===== config.mk =====
export PLATFORM = sky130hd
export DESIGN_NAME = bml_loader
export DESIGN_NICKNAME = d
export VERILOG_FILES = /design/src/hw/bml_pkg.sv /design/src/hw/bml_loader.sv
export VERILOG_INCLUDE_DIRS = /design/src /design/src/hw
export SDC_FILE = /design/constraint.sdc
export NUM_CORES = 1
export LEC_CHECK = 0
export ABC_CLOCK_PERIOD_IN_PS = 4550
export BUFFER_PORTS_ARGS = -buffer_cell sky130_fd_sc_hd__buf_2
export CAP_MARGIN = 20
export CORE_MARGIN = 1
export CORE_UTILIZATION = 54
export DETAILED_ROUTE_END_ITERATION = 8
export PLACE_DENSITY = 0.89
export SYNTH_ARGS = -nofsm -noshare
export SYNTH_HDL_FRONTEND = slang
export SYNTH_SLANG_ARGS = --single-unit
export TNS_END_PERCENT = 5

===== constraint.sdc =====
create_clock -name sys_clk -period 4.55 [get_ports sys_clk]
set_input_delay 0.2275 -clock sys_clk [delete_from_list [all_inputs] [get_ports sys_clk]]
set_output_delay 0.2275 -clock sys_clk [all_outputs]
set_load 0.03 [all_outputs]

===== src/hw/bml_consts.svh =====
// Constants of the boot mode loader: mode codes, addresses and defaults
`ifndef BML_CONSTS_SVH
`define BML_CONSTS_SVH
`define BML_MODE_IDLE 4'h0
`define BML_MODE_PFLASH 4'h1
`define BML_MODE_AFIFO 4'h2
`define BML_MODE_SPIMEM 4'h3
`define BML_MODE_SPIHOST 4'h4
`define BML_MODE_TWMEM 4'h5
`define BML_MODE_TWHOST 4'h6
`define BML_MODE_UART0 4'h7
`define BML_MODE_UART1 4'h8
`define BML_MODE_RSVD 4'h9
`define BML_MODE_SDRAM 4'hA
`define BML_MODE_OTP 4'hB
`define BML_MODE_NANDF 4'hC
`define BML_MODE_NANDH 4'hD
`define BML_ADDR_PFLASH 32'h2000_0000
`define BML_ADDR_AFIFO 32'h2030_0000
`define BML_ADDR_SDRAM 32'h0000_0010
`define BML_ADDR_ZERO 32'h0000_0000
`define BML_ASYNC_HOLD 4'h3
`define BML_ASYNC_ACCESS 4'hF
`define BML_ASYNC_SETUP 4'h4
`define BML_SPI_BAUD 16'h0085
`define BML_SPI_ADDR_BYTE 8'h00
`define BML_SPI_MAX_ADDR_BYTES 3'h4
`define BML_TW_TWOWIRE_PRESCALER 8'h0A
`define BML_TW_CLKDIV 16'h0811
`define BML_TW_MEM_ID 8'hA0
`define BML_TW_HOST_ID 8'h5F
`define BML_NAND_CTL 16'h0033
`define BML_NAND_ADDR_CYCLES 3'h4
`define BML_NAND_PAGE_BYTES 10'h200
`define BML_NAND_PAGES_PER_BLK 6'h20
`define BML_NAND_SPARE_BYTES 5'h10
`define BML_OTP_FIRST_PAGE 8'h40
`define BML_OTP_LAST_PAGE 8'hDF
`define BML_AUTOBAUD_CHAR 8'h40
`define BML_ACK_FIRST 8'hBF
`define BML_ACK_LAST 8'h00
`define BML_AUTOBAUD_LOW_BITS 7'h70
`define BML_SYNC_WAIT 2'h3
`endif


===== src/hw/bml_pkg.sv =====
// Types shared by the boot mode loader
package bml_pkg;
    typedef enum logic [5:0] {
        ST_SAMPLE = 6'h01,
        ST_DECODE = 6'h02,
        ST_IDLE = 6'h04,
        ST_AUTOBAUD = 6'h08,
        ST_ACK = 6'h10,
        ST_LOAD = 6'h20
    } bml_state_type;

    typedef struct packed {
        logic [31:0] start_addr;
        logic [3:0] async_hold;
        logic [3:0] async_access;
        logic [3:0] async_setup;
        logic async_pins_en;
        logic async_ready_input_en;
        logic [15:0] spi_baud;
        logic [7:0] tw_twowire_prescaler;
        logic [15:0] tw_clkdiv;
        logic [7:0] tw_dev_id;
        logic [2:0] tw_addr_bytes;
        logic [15:0] nand_ctl;
        logic nand_data_on_port_h;
        logic [2:0] nand_addr_cycles;
    } bml_cfg_type;
endpackage : bml_pkg


===== src/hw/bml_loader.sv =====
// Boot mode loader: mode sampling, decode and loading sequencer
`include "bml_consts.svh"
`timescale 1ns/1ns
`default_nettype none
module bml_loader
    import bml_pkg::*;
#(
    parameter int DIV_W = 16
) (
    input wire logic sys_clk, // 250 MHz system clock
    input wire logic rst_n, // Power-on reset, async, low
    input wire logic sw_reset, // Software reset pulse, resamples mode
    input wire logic [3:0] boot_select_pins, // Mode pins, asynchronous
    input wire logic otp_async_ready_input_enable, // OTP enables async ready input
    input wire logic otp_twowire_one_byte, // OTP: one address byte memory
    input wire logic otp_page_override, // OTP start page is valid
    input wire logic [7:0] otp_start_page, // OTP programmed start page
    input wire logic load_step, // One unit fetched by the datapath
    input wire logic spi_detected, // SPI memory answered validly
    input wire logic loader_busy, // Datapath cannot take a byte
    input wire logic uart_zero_receive, // UART port zero receive pin
    input wire logic uart_one_receive, // UART port one receive pin
    output logic [3:0] boot_mode, // Held decoded mode
    output bml_state_type loader_state, // Sequencer state
    output bml_cfg_type boot_cfg, // Setup for the selected procedure
    output logic host_wait, // High holds off the boot host
    output logic dma_request_one_n, // Low pulse requests a FIFO word
    output logic spi_memory_select_gpio_n, // SPI memory select, low
    output logic [2:0] spi_addr_bytes, // Zero address bytes sent so far
    output logic [7:0] otp_page, // Current OTP page
    output logic uart_zero_transmit, // UART port zero transmit pin
    output logic uart_one_transmit, // UART port one transmit pin
    output logic [DIV_W-1:0] uart_divisor // Measured bit divisor
);
    initial begin
        if (DIV_W < 8 || DIV_W > 16) begin
            $error("DIV_W must lie between 8 and 16");
        end
    end

    bml_state_type state_ff, nxt_state;
    logic [3:0] pin_meta_ff, pin_sync_ff, mode_ff;
    logic [1:0] wait_ff;
    bml_cfg_type cfg_ff, nxt_cfg;
    logic [2:0] rx0_ff, rx1_ff;
    logic host_wait_ff, dreq_n_ff, spi_sel_n_ff, tx0_ff, tx1_ff;
    logic [2:0] spi_bytes_ff;
    logic [7:0] otp_page_ff;
    logic [6:0] ab_sub_ff;
    logic [DIV_W-1:0] div_ff;
    logic ab_run_ff;
    logic [9:0] tx_shift_ff;
    logic [3:0] tx_bits_ff;
    logic [1:0] tx_byte_ff;
    logic [DIV_W+3:0] bit_cnt_ff;

    // Mode decode, held in mode_ff from sampling onward
    wire is_idle = (mode_ff == `BML_MODE_IDLE) || (mode_ff == `BML_MODE_RSVD);
    wire is_uart = (mode_ff == `BML_MODE_UART0) || (mode_ff == `BML_MODE_UART1);
    wire is_host = is_uart || (mode_ff == `BML_MODE_SPIHOST) || (mode_ff == `BML_MODE_TWHOST);
    wire use_port_one = (mode_ff == `BML_MODE_UART1);
    // Bit 1 of the receive pipe is the second synchroniser stage
    wire rx_now = use_port_one ? rx1_ff[1] : rx0_ff[1];
    wire rx_old = use_port_one ? rx1_ff[2] : rx0_ff[2];
    wire rx_fall = rx_old && !rx_now;
    wire rx_rise = !rx_old && rx_now;
    wire [DIV_W-1:0] div_eff = (div_ff == '0) ? DIV_W'(1) : div_ff;
    wire [DIV_W+3:0] bit_len = {div_eff, 4'h0};
    wire bit_tick = (bit_cnt_ff == bit_len - (DIV_W+4)'(1));
    wire [7:0] ack_byte = (tx_byte_ff == 2'h0) ? `BML_ACK_FIRST :
                          (tx_byte_ff == 2'h1) ? div_eff[7:0] :
                          (tx_byte_ff == 2'h2) ? 8'(div_eff >> 8) : `BML_ACK_LAST;
    wire ack_done = bit_tick && (tx_bits_ff == 4'h9) && (tx_byte_ff == 2'h3);
    wire otp_end = (otp_page_ff == `BML_OTP_LAST_PAGE);
    wire [7:0] otp_first = otp_page_override ? otp_start_page : `BML_OTP_FIRST_PAGE;
    // Byte loaded at the end of each acknowledge frame
    wire [1:0] next_idx = tx_byte_ff + 2'h1;
    wire [7:0] ack_next = (next_idx == 2'h1) ? div_eff[7:0] :
                          (next_idx == 2'h2) ? 8'(div_eff >> 8) : `BML_ACK_LAST;

    // Per-mode setup; every mode begins at its slowest settings
    always_comb begin
        nxt_cfg = '0;
        nxt_cfg.async_hold = `BML_ASYNC_HOLD;
        nxt_cfg.async_access = `BML_ASYNC_ACCESS;
        nxt_cfg.async_setup = `BML_ASYNC_SETUP;
        nxt_cfg.spi_baud = `BML_SPI_BAUD;
        nxt_cfg.tw_twowire_prescaler = `BML_TW_TWOWIRE_PRESCALER;
        nxt_cfg.tw_clkdiv = `BML_TW_CLKDIV;
        nxt_cfg.tw_addr_bytes = otp_twowire_one_byte ? 3'h1 : 3'h2;
        nxt_cfg.nand_ctl = `BML_NAND_CTL;
        nxt_cfg.nand_addr_cycles = `BML_NAND_ADDR_CYCLES;
        nxt_cfg.start_addr = `BML_ADDR_ZERO;
        case (pin_sync_ff)
            `BML_MODE_PFLASH: begin
                nxt_cfg.start_addr = `BML_ADDR_PFLASH;
                nxt_cfg.async_pins_en = 1'b1;
                nxt_cfg.async_ready_input_en = otp_async_ready_input_enable;
            end
            `BML_MODE_AFIFO: begin
                nxt_cfg.start_addr = `BML_ADDR_AFIFO;
                nxt_cfg.async_pins_en = 1'b1;
            end
            `BML_MODE_TWMEM: nxt_cfg.tw_dev_id = `BML_TW_MEM_ID;
            `BML_MODE_TWHOST: nxt_cfg.tw_dev_id = `BML_TW_HOST_ID;
            `BML_MODE_SDRAM: nxt_cfg.start_addr = `BML_ADDR_SDRAM;
            `BML_MODE_NANDH: nxt_cfg.nand_data_on_port_h = 1'b1;
            default: nxt_cfg.nand_data_on_port_h = 1'b0;
        endcase
    end

    // Sequencer; a software reset always returns to sampling
    always_comb begin
        nxt_state = state_ff;
        case (state_ff)
            ST_SAMPLE: if (wait_ff == `BML_SYNC_WAIT) nxt_state = ST_DECODE;
            ST_DECODE: nxt_state = is_idle ? ST_IDLE : (is_uart ? ST_AUTOBAUD : ST_LOAD);
            ST_IDLE: nxt_state = ST_IDLE;
            ST_AUTOBAUD: if (ab_run_ff && rx_rise) nxt_state = ST_ACK;
            ST_ACK: if (ack_done) nxt_state = ST_LOAD;
            ST_LOAD: nxt_state = ST_LOAD;
            default: nxt_state = ST_SAMPLE;
        endcase
        if (sw_reset) nxt_state = ST_SAMPLE;
    end

    // Pin synchronisers; pins are only read after two stages
    always_ff @(posedge sys_clk or negedge rst_n) begin
        if (!rst_n) begin
            pin_meta_ff <= 4'h0;
            pin_sync_ff <= 4'h0;
            rx0_ff <= 3'h7;
            rx1_ff <= 3'h7;
        end else begin
            pin_meta_ff <= boot_select_pins;
            pin_sync_ff <= pin_meta_ff;
            rx0_ff <= {rx0_ff[1:0], uart_zero_receive};
            rx1_ff <= {rx1_ff[1:0], uart_one_receive};
        end
    end

    // State, mode latch and setup; the mode moves only on a reset
    always_ff @(posedge sys_clk or negedge rst_n) begin
        if (!rst_n) begin
            state_ff <= ST_SAMPLE;
            wait_ff <= 2'h0;
            mode_ff <= 4'h0;
            cfg_ff <= '0;
        end else begin
            state_ff <= nxt_state;
            wait_ff <= (state_ff == ST_SAMPLE && !sw_reset) ? wait_ff + 2'h1 : 2'h0;
            if (state_ff == ST_SAMPLE && wait_ff == `BML_SYNC_WAIT) begin
                mode_ff <= pin_sync_ff;
                cfg_ff <= nxt_cfg;
            end
        end
    end

    // Host wait: high through preboot, autobaud and acknowledge, then follows the datapath
    always_ff @(posedge sys_clk or negedge rst_n) begin
        if (!rst_n) begin
            host_wait_ff <= 1'b1;
        end else begin
            host_wait_ff <= (nxt_state == ST_LOAD) ? loader_busy : 1'b1;
        end
    end

    // FIFO word request and SPI memory probe
    always_ff @(posedge sys_clk or negedge rst_n) begin
        if (!rst_n) begin
            dreq_n_ff <= 1'b1;
            spi_sel_n_ff <= 1'b1;
            spi_bytes_ff <= 3'h0;
        end else begin
            dreq_n_ff <= !(state_ff == ST_LOAD && mode_ff == `BML_MODE_AFIFO && load_step);
            spi_sel_n_ff <= !(state_ff == ST_LOAD && mode_ff == `BML_MODE_SPIMEM);
            if (state_ff != ST_LOAD) begin
                spi_bytes_ff <= 3'h0;
            end else if (mode_ff == `BML_MODE_SPIMEM && load_step && !spi_detected &&
                         spi_bytes_ff != `BML_SPI_MAX_ADDR_BYTES) begin
                spi_bytes_ff <= spi_bytes_ff + 3'h1;
            end
        end
    end

    // OTP page walk stops at the last public page
    always_ff @(posedge sys_clk or negedge rst_n) begin
        if (!rst_n) begin
            otp_page_ff <= `BML_OTP_FIRST_PAGE;
        end else if (state_ff == ST_DECODE) begin
            otp_page_ff <= otp_first;
        end else if (state_ff == ST_LOAD && mode_ff == `BML_MODE_OTP && load_step && !otp_end) begin
            otp_page_ff <= otp_page_ff + 8'h01;
        end
    end

    // Autobaud: 0x40 stays low for seven bits, so count that low time in 112ths
    always_ff @(posedge sys_clk or negedge rst_n) begin
        if (!rst_n) begin
            ab_run_ff <= 1'b0;
            ab_sub_ff <= 7'h00;
            div_ff <= '0;
        end else if (state_ff == ST_AUTOBAUD) begin
            if (!ab_run_ff && rx_fall) begin
                // The falling edge cycle is already low time, so it counts
                ab_run_ff <= 1'b1;
                ab_sub_ff <= 7'h01;
                div_ff <= '0;
            end else if (ab_run_ff && !rx_now) begin
                ab_sub_ff <= (ab_sub_ff == `BML_AUTOBAUD_LOW_BITS - 7'h01) ? 7'h00 : ab_sub_ff + 7'h01;
                if (ab_sub_ff == `BML_AUTOBAUD_LOW_BITS - 7'h01) div_ff <= div_ff + DIV_W'(1);
            end
        end else begin
            ab_run_ff <= 1'b0;
        end
    end

    // Acknowledge sender, sixteen clocks per divisor step, LSB first
    always_ff @(posedge sys_clk or negedge rst_n) begin
        if (!rst_n) begin
            bit_cnt_ff <= '0;
            tx_bits_ff <= 4'h0;
            tx_byte_ff <= 2'h0;
            tx_shift_ff <= 10'h3FF;
        end else if (state_ff != ST_ACK) begin
            bit_cnt_ff <= '0;
            tx_bits_ff <= 4'h0;
            tx_byte_ff <= 2'h0;
            tx_shift_ff <= {1'b1, `BML_ACK_FIRST, 1'b0};
        end else if (bit_tick) begin
            bit_cnt_ff <= '0;
            if (tx_bits_ff == 4'h9) begin
                tx_bits_ff <= 4'h0;
                tx_byte_ff <= tx_byte_ff + 2'h1;
                tx_shift_ff <= {1'b1, ack_next, 1'b0};
            end else begin
                tx_bits_ff <= tx_bits_ff + 4'h1;
                tx_shift_ff <= {1'b1, tx_shift_ff[9:1]};
            end
        end else begin
            bit_cnt_ff <= bit_cnt_ff + (DIV_W+4)'(1);
        end
    end
    // Transmit pins idle high; only the selected port talks
    always_ff @(posedge sys_clk or negedge rst_n) begin
        if (!rst_n) begin
            tx0_ff <= 1'b1;
            tx1_ff <= 1'b1;
        end else begin
            tx0_ff <= (state_ff == ST_ACK && !use_port_one) ? tx_shift_ff[0] : 1'b1;
            tx1_ff <= (state_ff == ST_ACK && use_port_one) ? tx_shift_ff[0] : 1'b1;
        end
    end

    assign boot_mode = mode_ff;
    assign loader_state = state_ff;
    assign boot_cfg = cfg_ff;
    assign host_wait = host_wait_ff;
    assign dma_request_one_n = dreq_n_ff;
    assign spi_memory_select_gpio_n = spi_sel_n_ff;
    assign spi_addr_bytes = spi_bytes_ff;
    assign otp_page = otp_page_ff;
    assign uart_zero_transmit = tx0_ff;
    assign uart_one_transmit = tx1_ff;
    assign uart_divisor = div_eff;

    // Checks
    property p_idle_stays;
        @(posedge sys_clk) disable iff (!rst_n || sw_reset)
        state_ff == ST_IDLE |=> state_ff == ST_IDLE && host_wait_ff;
    endproperty
    a_idle_stays: assert property (p_idle_stays) else $error("idle left");
    property p_mode_held;
        @(posedge sys_clk) disable iff (!rst_n)
        (state_ff != ST_SAMPLE) && !sw_reset |=> $stable(mode_ff);
    endproperty
    a_mode_held: assert property (p_mode_held) else $error("mode moved");
    property p_flash_cfg;
        @(posedge sys_clk) disable iff (!rst_n)
        state_ff == ST_DECODE && mode_ff == `BML_MODE_PFLASH |-> cfg_ff.start_addr ==
            `BML_ADDR_PFLASH && cfg_ff.async_access == 4'hF && cfg_ff.async_pins_en;
    endproperty
    a_flash_cfg: assert property (p_flash_cfg) else $error("flash setup wrong");
    property p_async_ready_input;
        @(posedge sys_clk) disable iff (!rst_n)
        cfg_ff.async_ready_input_en |-> mode_ff == `BML_MODE_PFLASH;
    endproperty
    a_async_ready_input: assert property (p_async_ready_input) else $error("ready enabled");
    property p_dreq;
        @(posedge sys_clk) disable iff (!rst_n)
        !dreq_n_ff |-> mode_ff == `BML_MODE_AFIFO && $past(load_step) &&
            $past(state_ff) == ST_LOAD;
    endproperty
    a_dreq: assert property (p_dreq) else $error("stray request");
    property p_wait_load;
        @(posedge sys_clk) disable iff (!rst_n)
        state_ff != ST_LOAD && !(nxt_state == ST_LOAD) |=> host_wait_ff;
    endproperty
    a_wait_load: assert property (p_wait_load) else $error("host released early");
    property p_twowire;
        @(posedge sys_clk) disable iff (!rst_n)
        state_ff == ST_LOAD && mode_ff == `BML_MODE_TWMEM |-> cfg_ff.tw_dev_id == 8'hA0 &&
            cfg_ff.tw_clkdiv == 16'h0811 && cfg_ff.tw_twowire_prescaler == 8'h0A;
    endproperty
    a_twowire: assert property (p_twowire) else $error("two-wire setup wrong");
    property p_otp_bound;
        @(posedge sys_clk) disable iff (!rst_n)
        state_ff == ST_LOAD && otp_end |=> otp_page_ff == 8'hDF;
    endproperty
    a_otp_bound: assert property (p_otp_bound) else $error("otp past end");
    property p_ack_start;
        @(posedge sys_clk) disable iff (!rst_n)
        $rose(state_ff == ST_ACK) |=> (use_port_one ? !tx1_ff : !tx0_ff);
    endproperty
    a_ack_start: assert property (p_ack_start) else $error("no start bit");
    c_uart: cover property (@(posedge sys_clk) state_ff == ST_ACK ##1 state_ff == ST_LOAD);
    c_idle: cover property (@(posedge sys_clk) state_ff == ST_IDLE);
    c_fifo: cover property (@(posedge sys_clk) !dreq_n_ff);
endmodule : bml_loader
`default_nettype wire


==> results.toml <==
[critical_path]
cp.depth = 13
reg2reg_to = "bit_cnt_ff[17]"
startpoint = "div_ff[12]"
slowest_stage = "or4_4"
cp-start-kind = "flop"
rrSetupSlack_ns = 0.33
crit_path_end = "bit_cnt_ff[17]"
critPathCaptureType = "flop"
reg2reg_from = "div_ff[12]"
cpPeakStageDelay_ns = 0.56
cp_max_fo = 20
crit_family = "simple AND/OR/NAND/NOR gates"
ff2ff_path_depth = 13
crit_chain = "nor4_2 > nand4_1 > nand2_1 > ha_1 > or4b_1 > or4_1 > a21oi_1 > nor3_1 > or4_4 > nor4_4 > nand2b_1 > buf_4 > nor2_1"
required_ns = 4.79
crit_buf_inv = 1
setup.worst_path.class = "flop to flop"
cp_data_arrival_time_ns = 4.46

[place]
hpwlAfterDp_mm = 10.1
port_buffers = 101
routabilityCongestion = 0.955
place_area_mm2 = 0.00698
dp_slack_ns = 0.300

[layout]
mostFrequentLayoutCell = "buf_2"
diodes = 0
drive_above_1_share = 0.213
finish.instance_area_mm2 = 0.00733
areaGrowthSynthToFinish_pct = 7.12
final_nets = 854
fill_cells = 1008
final_cell_mix = "100 x buf_2, 89 x dfrtp_1, 80 x conb_1"

[synthesis]
synth_edf_count = 0
ys_ff_latch = 111
synth_top_area_frac = 0.326
postSynthAreaPerCell_um2 = 9.02
syn-cell-area_mm2 = 0.00684
synthTopCellsByArea = "dfrtp_1 33%, buf_4 12%, dfstp_2 8.5%"
synthFlopType = "dfrtp_1"
netlist_instances = 758
synth-async-reset-ratio = 1.00
yosys_warnings = 0
synth_top_cell_by_area = "dfrtp_1"
seq_area_frac_synth = 0.410
synth_cell_type_count = 57

[cts]
clkLatencyLatePin_ns = 0.36
postCtsSetupBuffers = 0
cts_sinks = 111
cts_root_buffer = "clkbuf_16"
numCtsBuffers = 9
clk_transition_reported_paths_ns = 0.07
clk_path_buf_depth = 2
htreeDepth = 3
cts_tree = "built"

[sta]
tightest_slew_ns = 0.985
timing.hold.ws_ns = 0.0297
rsz0062_at_grt = "no"
period_share = 0.927
slew_violations = 0
clock.fmax_mhz = 237
period_minus_slack_ns = 4.22
finalClockSkew_ns = 0.0119
hold_violations = 0
tns_ns = 0
finalSetupViolCount = 0
worst_slack_ns = 0.330
relSlewSlack = 0.343

[floorplanning]
initial_core_util = 0.562
ios = 182
rows = 40
coreArea_mm2 = 0.0122
die_y_um = 115
die_w_um = 115
die_area_mm2 = 0.0131

[min_path]
min_path_type = "primary input to async pin"

[global_routing]
grt_max_degree = 78
antenna_found_initial = 0
overflow = 0
track_usage = 0.229
grt_pass1_wl_mm = 23.6
grt_pass1_vias = 4783

[power]
powerDensity_mw_per_mm2 = 371
p_leak_nw = 3.41
peakVddDrop_v = 0.000387

[drt]
initialDrtViolationCount = 481
vias = 5252
wire_per_inst_um = 14.2
drc_errors = 0
vias_per_cell = 5.31
wirelength_mm = 14.1
drt_pre_antenna_iters = 5
antenna_left = 0

[job]
drv_cap = 0

[status]
status = "finished, final reports clean"
area by class of cell:
| class | instances | area, um2 | share of cell area |
|---|---|---|---|
| clock buffer | 10 | 229 | 0.0313 |
| clock inverter | 6 | 50.0 | 0.00683 |
| inverter | 21 | 78.8 | 0.0108 |
| multi-input combinational | 549 | 3250 | 0.443 |
| sequential | 111 | 2810 | 0.383 |
| tap | 168 | 210 | 0.0287 |
| timing repair buffer | 125 | 707 | 0.0965 |
power breakdown:
group	total, mW	switching [mW]	internal, mW
sequential	1.16	0.0987	1.07
clock	0.764	0.383	0.381
combinational	0.786	0.588	0.198
total	2.71	1.07	1.64
what timing repair did:
action                                 CTS  global route
setup endpoints to repair                0            25
hold buffers                             6             0
gates resized for setup                  0             2
endpoints found under the hold margin    6             0
worst reg2reg max path, cell delays in order (launching register included):
cell      delay (ns)
dfrtp_1         0.50
nor4_2          0.49
nand4_1         0.21
nand2_1         0.14
ha_1            0.21
or4b_1          0.55
or4_1           0.53
a21oi_1         0.17
nor3_1          0.12
or4_4           0.56
nor4_4          0.16
nand2b_1        0.14
buf_4           0.24
nor2_1          0.09
synthesized netlist by cell type, types with 3 or more instances:
library cell,instances
nand3b_1,4
nor3_1,10
o21a_1,4
and3_1,7
o211ai_1,16
nand2_1,61
or4_1,6
buf_1,3
nand2b_1,17
nand3_1,42
mux2_2,4
and4_1,3
nor2_1,73
buf_2,5
ha_1,14
o21ai_0,29
buf_4,107
or2_2,4
nand4_1,16
o41ai_1,4
a21o_1,3
mux2i_1,8
nor3b_1,5
clkbuf_1,38
dfstp_2,22
or3_1,10
o21bai_1,3
nand4b_1,4
xor2_1,33
buf_6,3
a21oi_1,23
inv_1,21
nor4_1,7
xnor2_1,28
dfrtp_1,89
a31oi_1,4
metal layers:
metal	part of all wire	global-route usage	vias to the layer above
met5	0	0	-
met4	0.016	0.0857	0
met3	0.054	0.0355	18
met2	0.48	0.364	195
met1	0.45	0.317	2536
li1	-	-	2503
logic make-up after synthesis:
family / after synthesis / synth area share
XOR/XNOR: 61 / 0.0781
adder cells (fa/ha/maj): 14 / 0.0256
buffers and inverters: 177 / 0.160
AO/OA/AOI/OAI: 98 / 0.0911
other: 1 / 0.000548
AND/OR/NAND/NOR: 284 / 0.216
flip-flops: 111 / 0.410
multiplexers: 12 / 0.0183
how the worst min path moves through the flow:
| stage | startpoint | end | depth (start not counted) |
|---|---|---|---|
| 3_5_place_dp | pin_meta_ff[3] | pin_sync_ff[3] | 0 |
| 5_1_grt | sw_reset | wait_ff[1] | 2 |
| 3_3_place_gp | pin_meta_ff[0] | pin_sync_ff[0] | 0 |
| 2_1_floorplan | rst_n | ab_run_ff | 0 |
| 4_1_cts | sw_reset | wait_ff[1] | 2 |
| 6_report | rst_n | div_ff[1] | 1 |
state kept, by name, summed over array words and instances, names as in the netlist, 2 cells and up:
name	flops
bit_cnt_ff	20
div_ff	16
boot_cfg	10
tx_shift_ff	9
otp_page	8
ab_sub_ff	7
loader_state	6
boot_mode	4
pin_meta_ff	4
pin_sync_ff	4
tx_bits_ff	4
rx0_ff	3
rx1_ff	3
spi_addr_bytes	3
tx_byte_ff	2
wait_ff	2
per-stage QoR:
| stage | utilization | total power, mW | std cells |
|---|---|---|---|
| final | 0.602 | 2.71 | 990 |
| after global routing | 0.602 | 2.83 | 990 |
| after CTS | 0.602 | 2.73 | 990 |
| after detailed placement | 0.574 | 1.97 | 968 |
| after global placement | 0.573 | 1.95 | 967 |
| after floorplan | - | 1.93 | 837 |
Note: power is estimated with default switching activity, not from simulation.
